$ cat src/srp_profile_regs.svh
// Register indices, masks, reset value, bus answers and code tables of the profile bank
`ifndef SRP_PROFILE_REGS_SVH
`define SRP_PROFILE_REGS_SVH
// ==========================================================
// Register indices (byte address is four times the index)
`define SRP_IDX_WORD1 10'h094
`define SRP_IDX_WORD2 10'h096
`define SRP_IDX_WORD3 10'h098
`define SRP_IDX_WORD4 10'h09a
`define SRP_IDX_WORD5 10'h09c
`define SRP_IDX_WORD6 10'h09e
`define SRP_IDX_STATUS 10'h0a0
// ==========================================================
// Writable bit masks and reset value
`define SRP_MASK_WORD1 32'h7fffffff
`define SRP_MASK_WORD2 32'h7fffffff
`define SRP_MASK_WORD3 32'h7ffffffe
`define SRP_MASK_WORD4 32'h7fffffff
`define SRP_MASK_WORD5 32'h7ffffffe
`define SRP_MASK_WORD6 32'h7fff8000
`define SRP_RESET_VAL 32'h00000000
// ==========================================================
// Bus answers
`define SRP_RESP_OKAY 2'h0
`define SRP_RESP_SLVERR 2'h2
// ==========================================================
// Duty codes in 1/256 steps: hysteresis 0..3 percent
`define SRP_HYS_0 8'h00
`define SRP_HYS_1 8'h03
`define SRP_HYS_2 8'h06
`define SRP_HYS_3 8'h08
// Minimum start duty 1, 3, 5, 10 percent
`define SRP_MIN_0 8'h03
`define SRP_MIN_1 8'h08
`define SRP_MIN_2 8'h0d
`define SRP_MIN_3 8'h1a
// Speed pin filter band, 0.4 percent
`define SRP_FILT_BAND 9'h001
`endif

$ cat src/srp_profile_pkg.sv
// Types of the speed reference profile bank
package srp_profile_pkg;
	typedef enum logic [1:0] {
		SRP_PROF_DIRECT = 2'b00,
		SRP_PROF_LINEAR = 2'b01,
		SRP_PROF_STAIR = 2'b10,
		SRP_PROF_FWDREV = 2'b11
	} srp_prof_t;
	typedef enum logic [1:0] {
		SRP_VM_NONE = 2'b00,
		SRP_VM_ABOVE = 2'b01,
		SRP_VM_BELOW = 2'b10,
		SRP_VM_NA = 2'b11
	} srp_vmode_t;
	typedef struct packed {
		srp_prof_t profile;
		logic [7:0] turn_on_duty_set1;
		logic [7:0] turn_off_duty_set1;
		logic [7:0] clamp_duty_set1;
		logic [7:0] duty_a;
		logic [7:0] duty_b;
		logic [7:0] duty_c;
		logic [7:0] duty_d;
		logic [7:0] duty_e;
		logic [7:0] turn_on_duty_set2;
		logic [7:0] turn_off_duty_set2;
		logic [7:0] clamp_duty_set2;
		logic [1:0] duty_band_hysteresis;
		logic [7:0] turn_off_level_set1;
		logic [7:0] clamp_level_set1;
		logic [7:0] ref_a;
		logic [7:0] ref_b;
		logic [7:0] ref_c;
		logic [7:0] ref_d;
		logic [7:0] ref_e;
		logic [1:0] min_start_duty;
		srp_vmode_t vmode;
		logic filt_en;
		logic [7:0] turn_off_level_set2;
		logic [7:0] clamp_level_set2;
	} srp_cfg_t;
endpackage

$ cat src/srp_profile_cfg.sv
// Speed reference profile register bank with AXI4-Lite slave
// Overview of operation
// - Profile field codes 0-3 select direct, linear, staircase, forward-reverse.
// - First-set on, off and clamp duties are 8-bit codes over 256.
// - Duty A joins five high bits in word1 with word2 bits 30-28.
// - Duty E joins word2 bits 3-0 with word3 bits 30-27.
// - Duties B, C, D sit in word2 bits 27-20, 19-12, 11-4.
// - Second-set on, off, clamp sit in word3 bits 26-19, 18-11, 10-3.
// - Word3 bits 2-1 pick input duty hysteresis of 0 to 3 percent.
// - Word4 holds off level, clamp level and reference A.
// - Reference B joins word4 bits 6-0 with word5 bit 30.
// - References C, D, E sit in word5 bits 29-22, 21-14, 13-6.
// - Motor runs only once duty reaches the selected minimum start duty.
// - Mode 1 uses voltage mode above point C plus hysteresis.
// - Mode 0 never uses voltage mode; mode 2 reverses mode 1.
// - Filter bit set applies a 0.4 percent band to speed duty.
// - Word6 holds second off and clamp levels; bits 14-0 read zero.
// - All profile registers reset to zero.
//
// The AXI4-Lite register port is this design's own decision.
`timescale 1ns/1ps
`include "srp_profile_regs.svh"
module srp_profile_cfg
	import srp_profile_pkg::*;
#(
	parameter int ADDR_W = 12
)
(
	input wire logic clk_i,
	input wire logic rst_n_i,
	input wire logic [ADDR_W-1:0] s_axi_awaddr_i,
	input wire logic s_axi_awvalid_i,
	output logic s_axi_awready_o,
	input wire logic [31:0] s_axi_wdata_i,
	input wire logic [3:0] s_axi_wstrb_i,
	input wire logic s_axi_wvalid_i,
	output logic s_axi_wready_o,
	output logic [1:0] s_axi_bresp_o,
	output logic s_axi_bvalid_o,
	input wire logic s_axi_bready_i,
	input wire logic [ADDR_W-1:0] s_axi_araddr_i,
	input wire logic s_axi_arvalid_i,
	output logic s_axi_arready_o,
	output logic [31:0] s_axi_rdata_o,
	output logic [1:0] s_axi_rresp_o,
	output logic s_axi_rvalid_o,
	input wire logic s_axi_rready_i,
	input wire logic [7:0] duty_i,
	output srp_cfg_t cfg_o,
	output logic [7:0] duty_filt_o,
	output logic run_o,
	output logic volt_mode_o
);

	// ==========================================================
	// State
	typedef struct packed {
		logic [5:0][31:0] word;
		logic aw_got;
		logic [ADDR_W-1:0] aw_addr;
		logic w_got;
		logic [31:0] w_data;
		logic [3:0] w_strb;
		logic aw_rdy;
		logic w_rdy;
		logic b_vld;
		logic [1:0] b_resp;
		logic ar_rdy;
		logic r_vld;
		logic [31:0] r_data;
		logic [1:0] r_resp;
		logic [7:0] duty_f;
		logic run;
		logic volt;
	} srp_state_t;

	srp_state_t s_reg;
	srp_state_t s_next;

	// ==========================================================
	// Decoding helpers
	function automatic logic [2:0] slot_of(input logic [ADDR_W-1:0] a);
		logic [9:0] idx;
		idx = 10'(a >> 2);
		if (a[1:0] != 2'b00)
			slot_of = 3'd7;
		else if (idx == `SRP_IDX_WORD1)
			slot_of = 3'd0;
		else if (idx == `SRP_IDX_WORD2)
			slot_of = 3'd1;
		else if (idx == `SRP_IDX_WORD3)
			slot_of = 3'd2;
		else if (idx == `SRP_IDX_WORD4)
			slot_of = 3'd3;
		else if (idx == `SRP_IDX_WORD5)
			slot_of = 3'd4;
		else if (idx == `SRP_IDX_WORD6)
			slot_of = 3'd5;
		else if (idx == `SRP_IDX_STATUS)
			slot_of = 3'd6;
		else
			slot_of = 3'd7;
	endfunction

	function automatic logic [31:0] mask_of(input logic [2:0] sl);
		unique case (sl)
			3'd0: mask_of = `SRP_MASK_WORD1;
			3'd1: mask_of = `SRP_MASK_WORD2;
			3'd2: mask_of = `SRP_MASK_WORD3;
			3'd3: mask_of = `SRP_MASK_WORD4;
			3'd4: mask_of = `SRP_MASK_WORD5;
			3'd5: mask_of = `SRP_MASK_WORD6;
			default: mask_of = 32'h00000000;
		endcase
	endfunction

	function automatic logic [7:0] hys_code(input logic [1:0] c);
		unique case (c)
			2'd0: hys_code = `SRP_HYS_0;
			2'd1: hys_code = `SRP_HYS_1;
			2'd2: hys_code = `SRP_HYS_2;
			2'd3: hys_code = `SRP_HYS_3;
		endcase
	endfunction

	function automatic logic [7:0] min_code(input logic [1:0] c);
		unique case (c)
			2'd0: min_code = `SRP_MIN_0;
			2'd1: min_code = `SRP_MIN_1;
			2'd2: min_code = `SRP_MIN_2;
			2'd3: min_code = `SRP_MIN_3;
		endcase
	endfunction

	// ==========================================================
	// Field view of the register words
	always_comb
	begin
		cfg_o.profile = srp_prof_t'(s_reg.word[0][30:29]);
		cfg_o.turn_on_duty_set1 = s_reg.word[0][28:21];
		cfg_o.turn_off_duty_set1 = s_reg.word[0][20:13];
		cfg_o.clamp_duty_set1 = s_reg.word[0][12:5];
		// Upper bits from the lower-offset word
		cfg_o.duty_a = {s_reg.word[0][4:0], s_reg.word[1][30:28]};
		cfg_o.duty_b = s_reg.word[1][27:20];
		cfg_o.duty_c = s_reg.word[1][19:12];
		cfg_o.duty_d = s_reg.word[1][11:4];
		cfg_o.duty_e = {s_reg.word[1][3:0], s_reg.word[2][30:27]};
		cfg_o.turn_on_duty_set2 = s_reg.word[2][26:19];
		cfg_o.turn_off_duty_set2 = s_reg.word[2][18:11];
		cfg_o.clamp_duty_set2 = s_reg.word[2][10:3];
		cfg_o.duty_band_hysteresis = s_reg.word[2][2:1];
		cfg_o.turn_off_level_set1 = s_reg.word[3][30:23];
		cfg_o.clamp_level_set1 = s_reg.word[3][22:15];
		cfg_o.ref_a = s_reg.word[3][14:7];
		cfg_o.ref_b = {s_reg.word[3][6:0], s_reg.word[4][30]};
		cfg_o.ref_c = s_reg.word[4][29:22];
		cfg_o.ref_d = s_reg.word[4][21:14];
		cfg_o.ref_e = s_reg.word[4][13:6];
		cfg_o.min_start_duty = s_reg.word[4][5:4];
		cfg_o.vmode = srp_vmode_t'(s_reg.word[4][3:2]);
		cfg_o.filt_en = s_reg.word[4][1];
		cfg_o.turn_off_level_set2 = s_reg.word[5][30:23];
		cfg_o.clamp_level_set2 = s_reg.word[5][22:15];
	end

	assign s_axi_awready_o = s_reg.aw_rdy;
	assign s_axi_wready_o = s_reg.w_rdy;
	assign s_axi_bvalid_o = s_reg.b_vld;
	assign s_axi_bresp_o = s_reg.b_resp;
	assign s_axi_arready_o = s_reg.ar_rdy;
	assign s_axi_rvalid_o = s_reg.r_vld;
	assign s_axi_rdata_o = s_reg.r_data;
	assign s_axi_rresp_o = s_reg.r_resp;
	assign duty_filt_o = s_reg.duty_f;
	assign run_o = s_reg.run;
	assign volt_mode_o = s_reg.volt;

	// ==========================================================
	// Next state
	always_comb
	begin
		logic [2:0] ws;
		logic [2:0] rs;
		logic [31:0] m;
		logic [8:0] d9;
		logic [8:0] f9;
		logic [8:0] up;
		logic [8:0] c9;
		logic [8:0] h9;
		ws = 3'd7;
		rs = 3'd7;
		m = 32'h00000000;
		d9 = {1'b0, duty_i};
		f9 = {1'b0, s_reg.duty_f};
		c9 = {1'b0, cfg_o.duty_c};
		h9 = {1'b0, hys_code(cfg_o.duty_band_hysteresis)};
		up = c9 + h9;
		s_next = s_reg;
		// Write address and data, in either order
		if (s_reg.aw_rdy && s_axi_awvalid_i)
		begin
			s_next.aw_got = 1'b1;
			s_next.aw_addr = s_axi_awaddr_i;
		end
		if (s_reg.w_rdy && s_axi_wvalid_i)
		begin
			s_next.w_got = 1'b1;
			s_next.w_data = s_axi_wdata_i;
			s_next.w_strb = s_axi_wstrb_i;
		end
		if (s_reg.b_vld && s_axi_bready_i)
			s_next.b_vld = 1'b0;
		if (s_next.aw_got && s_next.w_got && !s_next.b_vld)
		begin
			ws = slot_of(s_next.aw_addr);
			for (int i = 0; i < 4; i++)
				m[i*8 +: 8] = {8{s_next.w_strb[i]}};
			// Parity and reserved bits are never written
			m = m & mask_of(ws);
			if (ws < 3'd6)
			begin
				s_next.word[ws] = (s_reg.word[ws] & ~m) |
					(s_next.w_data & m);
				s_next.b_resp = `SRP_RESP_OKAY;
			end
			else
				s_next.b_resp = `SRP_RESP_SLVERR;
			s_next.aw_got = 1'b0;
			s_next.w_got = 1'b0;
			s_next.b_vld = 1'b1;
		end
		s_next.aw_rdy = !s_next.aw_got && !s_next.b_vld;
		s_next.w_rdy = !s_next.w_got && !s_next.b_vld;
		// Read channel
		if (s_reg.r_vld && s_axi_rready_i)
			s_next.r_vld = 1'b0;
		if (s_reg.ar_rdy && s_axi_arvalid_i)
		begin
			rs = slot_of(s_axi_araddr_i);
			s_next.r_vld = 1'b1;
			s_next.r_resp = `SRP_RESP_OKAY;
			if (rs < 3'd6)
				s_next.r_data = s_reg.word[rs] & mask_of(rs);
			else if (rs == 3'd6)
				s_next.r_data = {22'h000000, s_reg.volt,
					s_reg.run, s_reg.duty_f};
			else
			begin
				s_next.r_data = 32'h00000000;
				s_next.r_resp = `SRP_RESP_SLVERR;
			end
		end
		s_next.ar_rdy = !s_next.r_vld;
		// Speed duty filter
		if (!cfg_o.filt_en)
			s_next.duty_f = duty_i;
		else if ((d9 > f9 + `SRP_FILT_BAND) ||
			(f9 > d9 + `SRP_FILT_BAND))
			s_next.duty_f = duty_i;
		// Start gate
		s_next.run = s_reg.duty_f >=
			min_code(cfg_o.min_start_duty);
		// Voltage mode split around point C
		unique case (cfg_o.vmode)
			SRP_VM_ABOVE:
			begin
				if (f9 > up)
					s_next.volt = 1'b1;
				else if (f9 + h9 < c9)
					s_next.volt = 1'b0;
			end
			SRP_VM_BELOW:
			begin
				if (f9 > up)
					s_next.volt = 1'b0;
				else if (f9 + h9 < c9)
					s_next.volt = 1'b1;
			end
			default:
				s_next.volt = 1'b0;
		endcase
	end

	// ==========================================================
	// State register
	always_ff @(posedge clk_i or negedge rst_n_i)
	begin
		if (!rst_n_i)
			s_reg <= '0;
		else
			s_reg <= s_next;
	end
endmodule

$ cat config.mk
export PLATFORM = sky130hd
export DESIGN_NAME = srp_profile_cfg
export DESIGN_NICKNAME = d
export VERILOG_FILES = /design/src/srp_profile_pkg.sv /design/src/srp_profile_cfg.sv
export VERILOG_INCLUDE_DIRS = /design/src
export SDC_FILE = /design/constraint.sdc
export NUM_CORES = 1
export LEC_CHECK = 0
export ABC_AREA = 1
export BUFFER_PORTS_ARGS = -buffer_cell sky130_fd_sc_hd__buf_2
export CAP_MARGIN = 20
export CORE_ASPECT_RATIO = 0.75
export CORE_MARGIN = 2
export CORE_UTILIZATION = 25
export CTS_CLUSTER_SIZE = 28
export DETAILED_ROUTE_END_ITERATION = 6
export PLACE_DENSITY_LB_ADDON = 0.15
export SLEW_MARGIN = 20
export SYNTH_ARGS = -nofsm -noshare
export SYNTH_HDL_FRONTEND = slang
export SYNTH_SLANG_ARGS = --single-unit
$ cat constraint.sdc
create_clock -name clk_i -period 2.5 [get_ports clk_i]
set_input_delay 0.25 -clock clk_i [delete_from_list [all_inputs] [get_ports clk_i]]
set_output_delay 0.25 -clock clk_i [all_outputs]
set_load 0.02 [all_outputs]
== Yosys cells after proc, flatten, opt, wreduce, memory -nomap -nowiden ==
Cells that the tools add are included.

* Bitwise logic cells: 6
* $lt $le $gt $ge: 10
* Equal/unequal tests: 36
* Multiplexer cells: 52
* Add/subtract/negate cells: 4
* Reduce and logical (&&, ||, !) cells: 28

{| class="wikitable"
|+ Operators by type and width
! operator !! count
|-
| 32-bit 2-to-1 mux || 7
|-
| 32-bit binary-select mux with 3-bit select || 2
|-
| 192-bit bitwise mux || 1
|-
| 31-bit one-hot mux with 3 select lines || 2
|-
| 10-bit by 8-bit == test with 1-bit output, second input constant || 14
|-
| 32-bit AND || 4
|-
| 32-bit demux with 3-bit select || 1
|-
| 8-bit one-hot mux with 4 select lines || 2
|-
| 3-bit 2-to-1 mux || 13
|-
| 37-bit 2-to-1 mux || 1
|-
| 35-bit 2-to-1 mux || 1
|-
| 32-bit NOT || 1
|-
| 32-bit bitwise OR || 1
|-
| 8-bit by 9-bit greater-than comparator with 1-bit output || 3
|-
| 8-bit by 1-bit adder with 9-bit output, second input constant || 2
|-
| 8-bit by 8-bit adder with 9-bit output || 2
|-
| 8-bit 2-to-1 mux || 2
|-
| 3-bit == test, second input constant || 5
|-
| 2-bit 2-to-1 mux || 7
|-
| 13-bit 2-to-1 mux || 1
|-
| 3-bit by 2-bit == test with 1-bit output, second input constant || 4
|-
| 2-bit == test, second input constant || 5
|-
| 1-bit logical AND || 10
|-
| 1-bit 2-to-1 mux || 10
|-
| other kinds (19) || 35
|}

* Output and inout bits: 220
* Register bits after elaboration: 293

== Logic depth before layout (Yosys ltp) ==
Gate-level depths: netlist of the first run.

* Depth in word-level cells: 21
* Depth in mapped cells: 21
* Mapped depth without buffers: 21

== Worst setup path after synthesis of the first run ==
No wires, ideal clock.

* Path kind: flip-flop to flip-flop
* From: register s_reg (netlist bit cfg_o[78])
* To: register s_reg (netlist bit volt_mode_o)
* Period minus slack after synthesis: 2.763 ns
* Cell stages (with the launch flop): 19
* Setup slack: -0.263 ns
* Arrival: 2.646 ns
* Path through: dfrtp_1 inv_1 ha_1 ha_1 inv_1 fa_1 o21ai_0 nand2_1 nor2_1 xor2_1 ha_1 nand2_1 nor3_1 a31oi_1 nand2_1 nand2_1 nand2_1 nand2_1 nand2_1

* Word-level cells in the longest chain between the ends: 6

{| class="wikitable"
|+ Ends and longest elaborated chain
! element !! line !! text
|-
| from (decl) || srp_profile_cfg.sv:77 || <nowiki>srp_state_t s_reg;</nowiki>
|-
| from (signal assigned) || srp_profile_cfg.sv:292 || <nowiki>s_reg <= s_next;</nowiki>
|-
| 2-bit == test (tied with other cells) || srp_profile_cfg.sv:118 || <nowiki>unique case (c)</nowiki>
|-
| 8-bit one-hot mux with 4 select lines * || srp_profile_cfg.sv:118 ||
|-
| 8-bit by 8-bit adder with 9-bit output (on tied branches) || srp_profile_cfg.sv:198, srp_profile_cfg.sv:270, srp_profile_cfg.sv:277 ||
|-
| 8-bit by 9-bit greater-than comparator with 1-bit output / 9-bit by 8-bit less-than comparator with 1-bit output (equally long branches) || n/a ||
|-
| 1-bit 2-to-1 mux (tied with other cells) || srp_profile_cfg.sv:275 || <nowiki>if (f9 > up)</nowiki>
|-
| 1-bit one-hot mux with 2 select lines / 2-bit AND reduction (equally long branches) || n/a ||
|}

Every way passes the cells marked *; elsewhere a longest branch is shown, timed or not. The select of a mux whose other input is x is not followed.
A chain may end at the register's enable or synchronous reset.

== Worst setup path after layout of the first run ==
Ends and elaborated chain as after synthesis.

==> metrics, run 1 <==
Primary FF master, synth=dfrtp_1; DIE AREA=0.07607 mm^2; area post-placement=0.02089 mm^2; sequential area share after synthesis=38.35%; CP cell instances=ha_1, ha_1, a21oi_1, o21ai_4, xor2_1, ha_1, nand2_1, a21oi_1, nor2_1, o21ai_1, nand2_1, nand2_1, nand2_1, nand2_1, nand2_1, nand2_1, nand2_1, nand2_1, nand2_1; synth top area cells=dfrtp_1, nand2_1, nand3_1, buf_4, inv_1; row cnt=86; first-pass GRT wire length=121.0 mm; number of synthesized flops with an enable pin=0; async set-reset flop share out of synthesis=100.0%; VDD IR max=430.3 uV; total power=15.52 mW; DR vias=18550; most common cell in the netlist=nand2_1; DR pass1 iterations=5; R2R Setup Slk=-0.40 ns; initial antenna violation count=0; crit-path leading delay family=adder cells; Synth warnings=0; Die X=317.8 um; max reg flops=169; I/O pin count=295; pwr dens=589.7 mW/mm^2; Worst-path clk slew=0.07 ns; CTS sink cnt=283; CTS tree=built; core area=0.07328 mm^2; HPWL after DPL=59.59 mm; sequential cell area=0.007091 mm^2; final worst slack=-0.4042 ns; Crit path largest cell delay=0.45 ns; ANT nets after route=0; Leakage=13.41 nW; Critical Path Sink Type=register; min cycle time layout=2.904 ns; CP max stage cell=dfrtp_2; RSZ-0062 raised after global routing=true; H-tree levels=2; grt ovf=0; CP dominant cell by count=nand2_1; synthesized area=0.01847 mm^2; largest net degree at the start of global routing=73; cells after synthesis=2557; Fin Clk Skew=0.03205 ns; CTS max path bufs=3; post-route cell area=0.02631 mm^2; syn avg cell area=7.221 um^2; fin crit share=116.2%; largest fanout on the critical path=4; synth unique cells=49; vias per cell=4.830; DRC violations left=0; arrival time at the worst endpoint=3.34 ns; Syn-to-layout area delta=42.49%; gr usage total=21.51%; number of synthesized register bits=283; CP Launch Type=register; number of max-slew violations in the final report=0; Fill cells=7696; Layout Nets=2970; share of post-route cells with drive strength above 1=41.62%; Hold WC Path Type=input port to register; Final Hold Viols=0; CTS Root Buffer Type=clkbuf_16; clk_lat worst skew=0.57 ns; fmax=344.3 MHz; DR WL/cell=23.68 um; status=complete, but fails checks; failing checks=negative setup slack; number of global-route vias before repair=17420; Max transition margin=27.82%; top cell type's share of synthesized area=38.35%; effective utilization at floorplan=25.20%; routed wire length=90.93 mm; post-synth top area cell=dfrtp_1; worst path required time=2.94 ns; commonest cells in the netlist=nand2_1, nand3_1, dfrtp_1, inv_1, buf_4; worst path bufs/invs=0; CTS buffer count=38; Critical Setup Path Class=register to register; Die Ht=239.4 um; area of the multi-input gates=0.01049 mm^2; global placement routability congestion=0.8811; slew of the pin with the lowest slew margin=1.079 ns; IO Port Bufs=290; DR iter-0 viols=1501; Setup Viol. Count Final=88; Max Cap Viol=0
==> placed cells by master (no fill, tap or decap), drive strengths merged, types with 15 or more instances in the layout <==
master       instances
clkbuf              80
o211ai              16
buf                528
xor2                18
nand3              378
dfrtp              283
or2                 34
a21oi               25
dlygate4sd3         29
nand4               19
inv                278
o21ai               60
nand2              845
nor2                94
o22ai               24
ha                  51
o31ai               15
==> path summary, 6_finish.rpt <==
check	start	end	cells past startpoint
worst max-delay path	cfg_o[78]	volt_mode_o	19
worst min-delay path	s_axi_wdata_i[12]	s_reg[67]	3
worst max register to register	cfg_o[78]	volt_mode_o	19
worst min register to register	s_reg[269]	s_reg[269]	0
max in group asynchronous	rst_n_i	cfg_o[150]	4
min in group asynchronous	rst_n_i	cfg_o[23]	2
==> per-stage QoR <==
step / hold slack [ns] / std cells / setup TNS, ns / setup slack [ns] / utilization [%]
2_1_floorplan: -0.04559 / 2559 / -0.06895 / -0.06895 / -
3_3_place_gp: 0.1759 / 3655 / -7.964 / -0.2907 / 28.51
3_5_place_dp: 0.1706 / 3655 / -13.68 / -0.3805 / 28.51
4_1_cts: 0.0007253 / 3776 / -0.3773 / -0.3773 / 31.29
5_1_grt: 0.02930 / 3837 / -21.10 / -0.6145 / 35.89
6_report: 0.01117 / 3840 / -5.218 / -0.4042 / 35.90
==> worst register-to-register path: stages (launching register included) <==
cell and delay (ns):
dfrtp_2 0.45, ha_1 0.24, ha_1 0.32, a21oi_1 0.27, o21ai_4 0.11, xor2_1 0.17
ha_1 0.33, nand2_1 0.06, a21oi_1 0.11, nor2_1 0.06, o21ai_1 0.08, nand2_1 0.06
nand2_1 0.06, nand2_1 0.05, nand2_1 0.07, nand2_1 0.08, nand2_1 0.08, nand2_1 0.06
nand2_1 0.06, nand2_1 0.05
==> report_power, final <==
part           internal [mW]  total [mW]  switching (mW)
Sequential              5.02        5.20           0.175
Clock                   3.50        5.83            2.34
Combinational           1.75        4.49            2.74
==> kinds of logic after synthesis <==
family,after synthesis,share of synthesized area (%)
buffers and inverters,620,17.56
other,1,0.02031
and+or+nand+nor,1392,33.02
adders and majority gates,53,3.673
xor gates and xnor gates,22,1.043
DFF,283,38.35
AOI/OAI and AO/OA,186,6.329
==> timing repair <==
item,4_1_cts,5_1_grt
endpoints found under the hold margin,151,0
pin swaps,34,201
resized for setup,56,636
cloned,3,28
buffers inserted,23,37
endpoints found under the setup margin,166,178
hold buffers,29,0
==> layout make-up <==
type	count	area share, %
multi-input cells	1656	39.85
flip-flops and latches	283	26.95
repair buffers	579	19.39
well taps	968	4.603
inverters	284	4.332
clock buffers	58	4.247
clock inverters	9	0.5992
diodes	3	0.02853
==> routing by layer <==
metal / share of wire, % / wire (um) / track usage, % / up-vias
met2: 44 / 40040 / 32.75 / 714
li1: - / - / - / 8526
met5: 0 / 0 / 0 / -
met1: 45 / 41200 / 30.26 / 9201
met3: 8.7 / 7912 / 5.640 / 106
met4: 2.0 / 1780 / 5.051 / 0
(Power assumes the default switching activity.)
==> run 2: changes to the inputs <==
--- a/config.mk
+++ b/config.mk
@@ -11,9 +11,10 @@
 export CAP_MARGIN = 20
 export CORE_ASPECT_RATIO = 0.75
 export CORE_MARGIN = 2
-export CORE_UTILIZATION = 25
+export CORE_UTILIZATION = 30
 export CTS_CLUSTER_SIZE = 28
 export DETAILED_ROUTE_END_ITERATION = 6
+export HOLD_SLACK_MARGIN = 0.1
 export PLACE_DENSITY_LB_ADDON = 0.15
 export SLEW_MARGIN = 20
 export SYNTH_ARGS = -nofsm -noshare
==> run 2 against run 1 <==
Net effect: the flow still finishes with violations (negative setup slack); core utilization grew 7.7 points; clock skew down 0.011 ns; via count increased by 1.2%; routed wire length shrank 7.4%; hold slack improved by 0.086 ns; non-clock buffer count grew 45; register-to-register slack better by 0.04 ns; critical endpoint unchanged.
==> metrics, run 2 (same netlist as run 1, synthesis figures left out) <==
status=complete, but fails checks; global placement routability congestion=0.8960 (+1.7%); routed wire length=84.16 mm (-7.4%); Fill cells=6201 (-19%); CTS buffer count=35 (-7.9%); Hold WC Path Type=input port to register; DR pass1 iterations=5 (unchanged); DIE AREA=0.06357 mm^2 (-16%); slew of the pin with the lowest slew margin=0.9504 ns (-0.1284 ns); Final Util=43.61% (+7.7 points); grt ovf=0 (unchanged); worst path bufs/invs=2 (+2); IO Port Bufs=290 (unchanged); failing checks=negative setup slack; H-tree levels=2 (unchanged); DRC violations left=0 (unchanged); row cnt=78 (-9.3%); DR vias=18770 (+1.2%); CTS max path bufs=3 (unchanged); # diodes=0 (-3); initial antenna violation count=4 (+4); max reg flops=169 (unchanged); Die Ht=218.9 um (-8.6%); number of max-slew violations in the final report=0 (unchanged); share of post-route cells with drive strength above 1=42.03% (+0.41 points); commonest non-fill, non-tap cells in the layout=nand2_1, buf_2, dfrtp_1; vias per cell=5.060 (+4.8%); worst path required time=3.00 ns (+0.06 ns); crit-path leading delay family=simple AND/OR/NAND/NOR gates; Worst-path clk slew=0.06 ns (about the same); CTS tree=built; ANT nets after route=0 (unchanged); sequential cell area=0.007091 mm^2 (unchanged); Layout Nets=3014 (+1.5%); largest net degree at the start of global routing=61 (-16%); RSZ-0062 raised after global routing=true; fmax=348.7 MHz (+1.3%); pwr dens=584.7 mW/mm^2 (-0.85%); Die X=290.5 um (-8.6%); VDD IR max=723.2 uV (+68%); I/O pin count=295 (unchanged); CTS Root Buffer Type=clkbuf_16; fin crit share=114.7% (-1.5 points); core area=0.06070 mm^2 (-17%); Max Cap Viol=0 (unchanged); gr usage total=24.22% (+2.7 points); number of global-route vias before repair=17490 (+0.41%); Crit path largest cell delay=0.45 ns (about the same); Critical Setup Path Class=register to register; Final Hold Viols=0 (unchanged); CP dominant cell by count=nand2_1; HPWL after DPL=56.72 mm (-4.8%); CP cell instances=ha_4, inv_4, ha_2, nand3_1, nand2_2, a21oi_2, nor2_2, buf_4, xor2_1, ha_1, nand2_2, nor3_2, a31oi_2, nand2_2, nand2_1, nand2_1, nand2_1, nand2_1; Critical Path Sink Type=register; min cycle time layout=2.868 ns (-0.03642 ns); total power=15.48 mW (-0.24%); DR iter-0 viols=1980 (+32%); setup_tns=-2.621 ns (+2.596 ns); CTS sink cnt=283 (unchanged); first-pass GRT wire length=115.2 mm (-4.8%); CP Launch Type=register; Fin Clk Skew=0.02084 ns (-0.01120 ns); effective utilization at floorplan=30.42% (+5.2 points); DR WL/cell=22.69 um (-4.2%); CP max stage cell=dfrtp_2; Syn-to-layout area delta=43.37%; clk_lat worst skew=0.56 ns (about the same); final worst slack=-0.3678 ns (+0.03642 ns); commonest non-fill, non-tap cell in the layout=nand2_1; Setup Viol. Count Final=85 (-3.4%); Max transition margin=36.41% (+8.6 points); Leakage=13.78 nW (+2.8%); area of the multi-input gates=0.01054 mm^2 (+0.50%); arrival time at the worst endpoint=3.36 ns (+0.02 ns); largest fanout on the critical path=4 (unchanged)
[run 2: layer usage]
metal / track usage, % / routed length, um / vias to the layer above
li1: - / - / 8613
met1: 34.89 / 38040 / 9220
met2: 36.55 / 36270 / 812
met3: 5.226 / 7561 / 126
met4: 6.528 / 2294 / 0
met5: 0 / 0 / -
[run 2: worst paths after layout]
kind / startpoint / end / slack, ns / depth (start not counted)
setup / recovery: cfg_o[78] / volt_mode_o / -0.37 / 18
hold / removal: s_axi_awaddr_i[10] / s_reg[98] / 0.1 / 4
setup reg to reg: cfg_o[78] / volt_mode_o / -0.37 / 18
hold reg to reg: s_reg[270] / s_reg[270] / 0.38 / 0
max in group asynchronous: rst_n_i / cfg_o[126] / 1.36 / 4
min in group asynchronous: rst_n_i / cfg_o[85] / 0.22 / 2
[run 2: per-stage QoR]
| stage | instances | cell area, um^2 | hold WS, ns | setup WS, ns |
|---|---|---|---|---|
| 3_3_place_gp | 3502 | 20830 | 0.2273 | -0.2860 |
| 6_report | 3710 | 26470 | 0.09714 | -0.3678 |
| 5_1_grt | 3710 | 26470 | 0.1288 | -0.4763 |
| 4_1_cts | 3642 | 23060 | 0.1065 | -0.3078 |
| 2_1_floorplan | 2559 | 18540 | -0.04559 | -0.06895 |
| 3_5_place_dp | 3502 | 20830 | 0.2258 | -0.3385 |
[run 2: power breakdown]
part | switching [mW] | internal, mW
combinational | 2.76 | 1.91
clock | 2.18 | 3.44
sequential | 0.171 | 5.02
total | 5.11 | 10.4
[run 2: timing repair]
action	CTS	global route
hold buffers	57	0
pin swaps	25	268
gates resized for setup	53	638
endpoints found under the hold margin	176	0
setup endpoints to repair	174	178
cloned	3	21
buffers inserted	21	48
[run 2: final cells by class]
cell class                 instances  area share, %
clock inverter                    12         0.8129
tap                              800          3.781
sequential                       283          26.78
inverter                         284          4.225
multi-input combinational       1658          39.81
timing repair buffer             624          20.77
clock buffer                      49          3.819
[run 2: tightest hold or removal path, cell delays in order]
cell and delay (ns):
buf_2 0.08, nand3_1 0.07, nand2_2 0.10, buf_4 0.12
==> run 3: changes to the inputs <==
==> constraint.sdc (replaced) <==
create_clock -name clk_i -period 2.5 [get_ports clk_i]
set_input_delay 0.125 -clock clk_i [delete_from_list [all_inputs] [get_ports clk_i]]
set_output_delay 0.125 -clock clk_i [all_outputs]
set_load 0.02 [all_outputs]
==> run 3 against run 2 <==
Net effect: the flow still finishes with violations (negative setup slack); setup slack better by 0.086 ns; critical path depth down 1; die area unchanged; power down 1.9%; design area down 1.3%; register-to-register slack better by 0.09 ns; sequential power about the same; via count down 1.1%; largest cell class unchanged.
==> metrics, run 3 (same netlist as run 1, synthesis figures left out) <==
status=complete, but fails checks; failing checks=negative setup slack; H-tree levels=2 (unchanged); global placement routability congestion=0.8990 (+0.33%); pwr dens=581.5 mW/mm^2 (-0.55%); slew of the pin with the lowest slew margin=0.7977 ns (-0.1527 ns); Die Ht=218.9 um (unchanged); DRC violations left=0 (unchanged); Hold Crit Endpoint=s_reg[98]; row cnt=78 (unchanged); r2r endpoint=volt_mode_o; Reg2Reg Depth=17 (-1); max reg flops=169 (unchanged); total power=15.19 mW (-1.9%); VDD IR max=594.8 uV (-18%); core area=0.06070 mm^2 (unchanged); CP Launch Type=register; Fin Clk Skew=0.02563 ns (+0.004790 ns); largest fanout on the critical path=4 (unchanged); Hold WC Path Type=input port to register; Max Cap Viol=0 (unchanged); Critical Path Sink Type=register; Min Hold Slack=0.1311 ns (+0.03391 ns); final worst slack=-0.2815 ns (+0.08632 ns); I/O pin count=295 (unchanged); first-pass GRT wire length=115.3 mm (+0.11%); clk_lat worst skew=0.56 ns (about the same); DR WL/cell=22.53 um (-0.70%); area of the multi-input gates=0.01049 mm^2 (-0.50%); sequential cell area=0.007091 mm^2 (unchanged); initial antenna violation count=2 (-2); CTS sink cnt=283 (unchanged); Post-Place Setup Slack=-0.2721 ns (+0.06635 ns); commonest non-fill, non-tap cells in the layout=nand2_1, buf_2, dfrtp_1; RSZ-0062 raised after global routing=true; commonest non-fill, non-tap cell in the layout=nand2_1; vias per cell=5.015 (-0.88%); Die X=290.5 um (unchanged); IO Port Bufs=290 (unchanged); R2R Setup Slk=-0.28 ns (+0.09 ns); CTS tree=built; placed insts=3495 (-0.20%); Worst-path clk slew=0.06 ns (about the same); fin crit share=111.3% (-3.5 points); Syn-to-layout area delta=41.44%; DR pass1 iterations=6 (+1); Setup Viol. Count Final=70 (-18%); CTS buffer count=36 (+2.9%); gr usage total=24.28% (+0.059 points); Max transition margin=46.65% (+10 points); Fill cells=6194 (-0.11%); CTS max path bufs=3 (unchanged); fin cells=3700 (-0.27%); grt ovf=0 (unchanged); effective utilization at floorplan=30.42% (unchanged); DIE AREA=0.06357 mm^2 (unchanged); fmax=359.5 MHz (+3.1%); DR iter-0 viols=1679 (-15%); ANT nets after route=0 (unchanged); HPWL after DPL=56.59 mm (-0.22%); routed wire length=83.35 mm (-0.97%); worst hold path depth=4 (unchanged); Critical Setup Path Class=register to register; share of post-route cells with drive strength above 1=39.81% (-2.2 points); number of max-slew violations in the final report=0 (unchanged); arrival time at the worst endpoint=3.21 ns (-0.15 ns); min cycle time layout=2.782 ns (-0.08632 ns); min-delay src=s_axi_awvalid_i; Layout Nets=3000 (-0.46%); worst r2r src=cfg_o[77]; largest net degree at the start of global routing=69 (+13%); DR vias=18560 (-1.1%); worst path required time=2.93 ns (-0.07 ns); Final Hold Viols=0 (unchanged); CTS Root Buffer Type=clkbuf_16; Leakage=13.69 nW (-0.65%); number of global-route vias before repair=17160 (-1.9%)
## run 3: changes by cell type in the layout (fill, tap and decap cells not counted), moves of 8 or more
cell,delta
inv_2,-27
buf_4,-16
nand3_2,-42
clkbuf_16,-8
nand3_1,+40
inv_1,+27
dlygate4sd3_1,+8
nand2_1,-26
nand2_4,+19
## run 3: critical path: stages (launching register included)
cell and delay, ns:
dfrtp_2 0.43, inv_2 0.07, ha_4 0.20, buf_6 0.11, fa_2 0.37, o21ai_2 0.19, nand2_1 0.09, nor2_2 0.16
xor2_1 0.17, ha_1 0.27, nand2_2 0.09, nor3_2 0.05, a31oi_2 0.18, nand2_2 0.09, nand2_1 0.06, nand2_1 0.05
nand2_1 0.05, nand2_1 0.04
## run 3: how the worst max path moves through the flow
stage | startpoint | end | slack (ns) | cells after the start
6_report | cfg_o[77] | volt_mode_o | -0.28 | 17
5_1_grt | cfg_o[78] | volt_mode_o | -0.47 | 21
4_1_cts | cfg_o[78] | volt_mode_o | -0.30 | 18
3_5_place_dp | cfg_o[77] | volt_mode_o | -0.27 | 19
3_3_place_gp | cfg_o[77] | volt_mode_o | -0.30 | 19
2_1_floorplan | cfg_o[78] | volt_mode_o | -0.07 | 18
## run 3: stage by stage
stage                     area [um^2]  utilization [%]  TNS (ns)
final                           26120            43.03    -1.842
after global routing            26120            43.02    -17.71
after CTS                       22820            37.59   -0.2991
after detailed placement        20720            34.14    -9.288
after global placement          20710            34.12    -7.608
after floorplan                 18540                -  -0.06895
## run 3: where the power goes
group / total [mW] / switching (mW) / internal (mW)
Combinational: 4.39 / 2.66 / 1.72
Clock: 5.63 / 2.25 / 3.37
Sequential: 5.18 / 0.157 / 5.02
## run 3: layout make-up
type,instances,area share [%]
clock buffers,51,4.053
repair buffers,610,19.85
well taps,800,3.833
clock inverters,14,0.6994
flip-flops and latches,283,27.15
diodes,1,0.009581
inverters,284,4.264
multi-input cells,1657,40.15
## run 3: metal layers
metal	up-vias	routed length, um	global-route usage [%]
met5	-	0	0
met1	9004	38180	35.17
li1	8575	-	-
met2	813	35670	36.04
met3	164	7001	5.408
met4	0	2495	7.047
## run 3: what timing repair did
action | in CTS | in global routing
resized for setup | 32 | 624
cloned | 0 | 14
pin swaps | 13 | 203
setup buffers | 10 | 52
endpoints found under the setup margin | 145 | 178
hold buffers | 66 | 0
endpoints found under the hold margin | 346 | 0
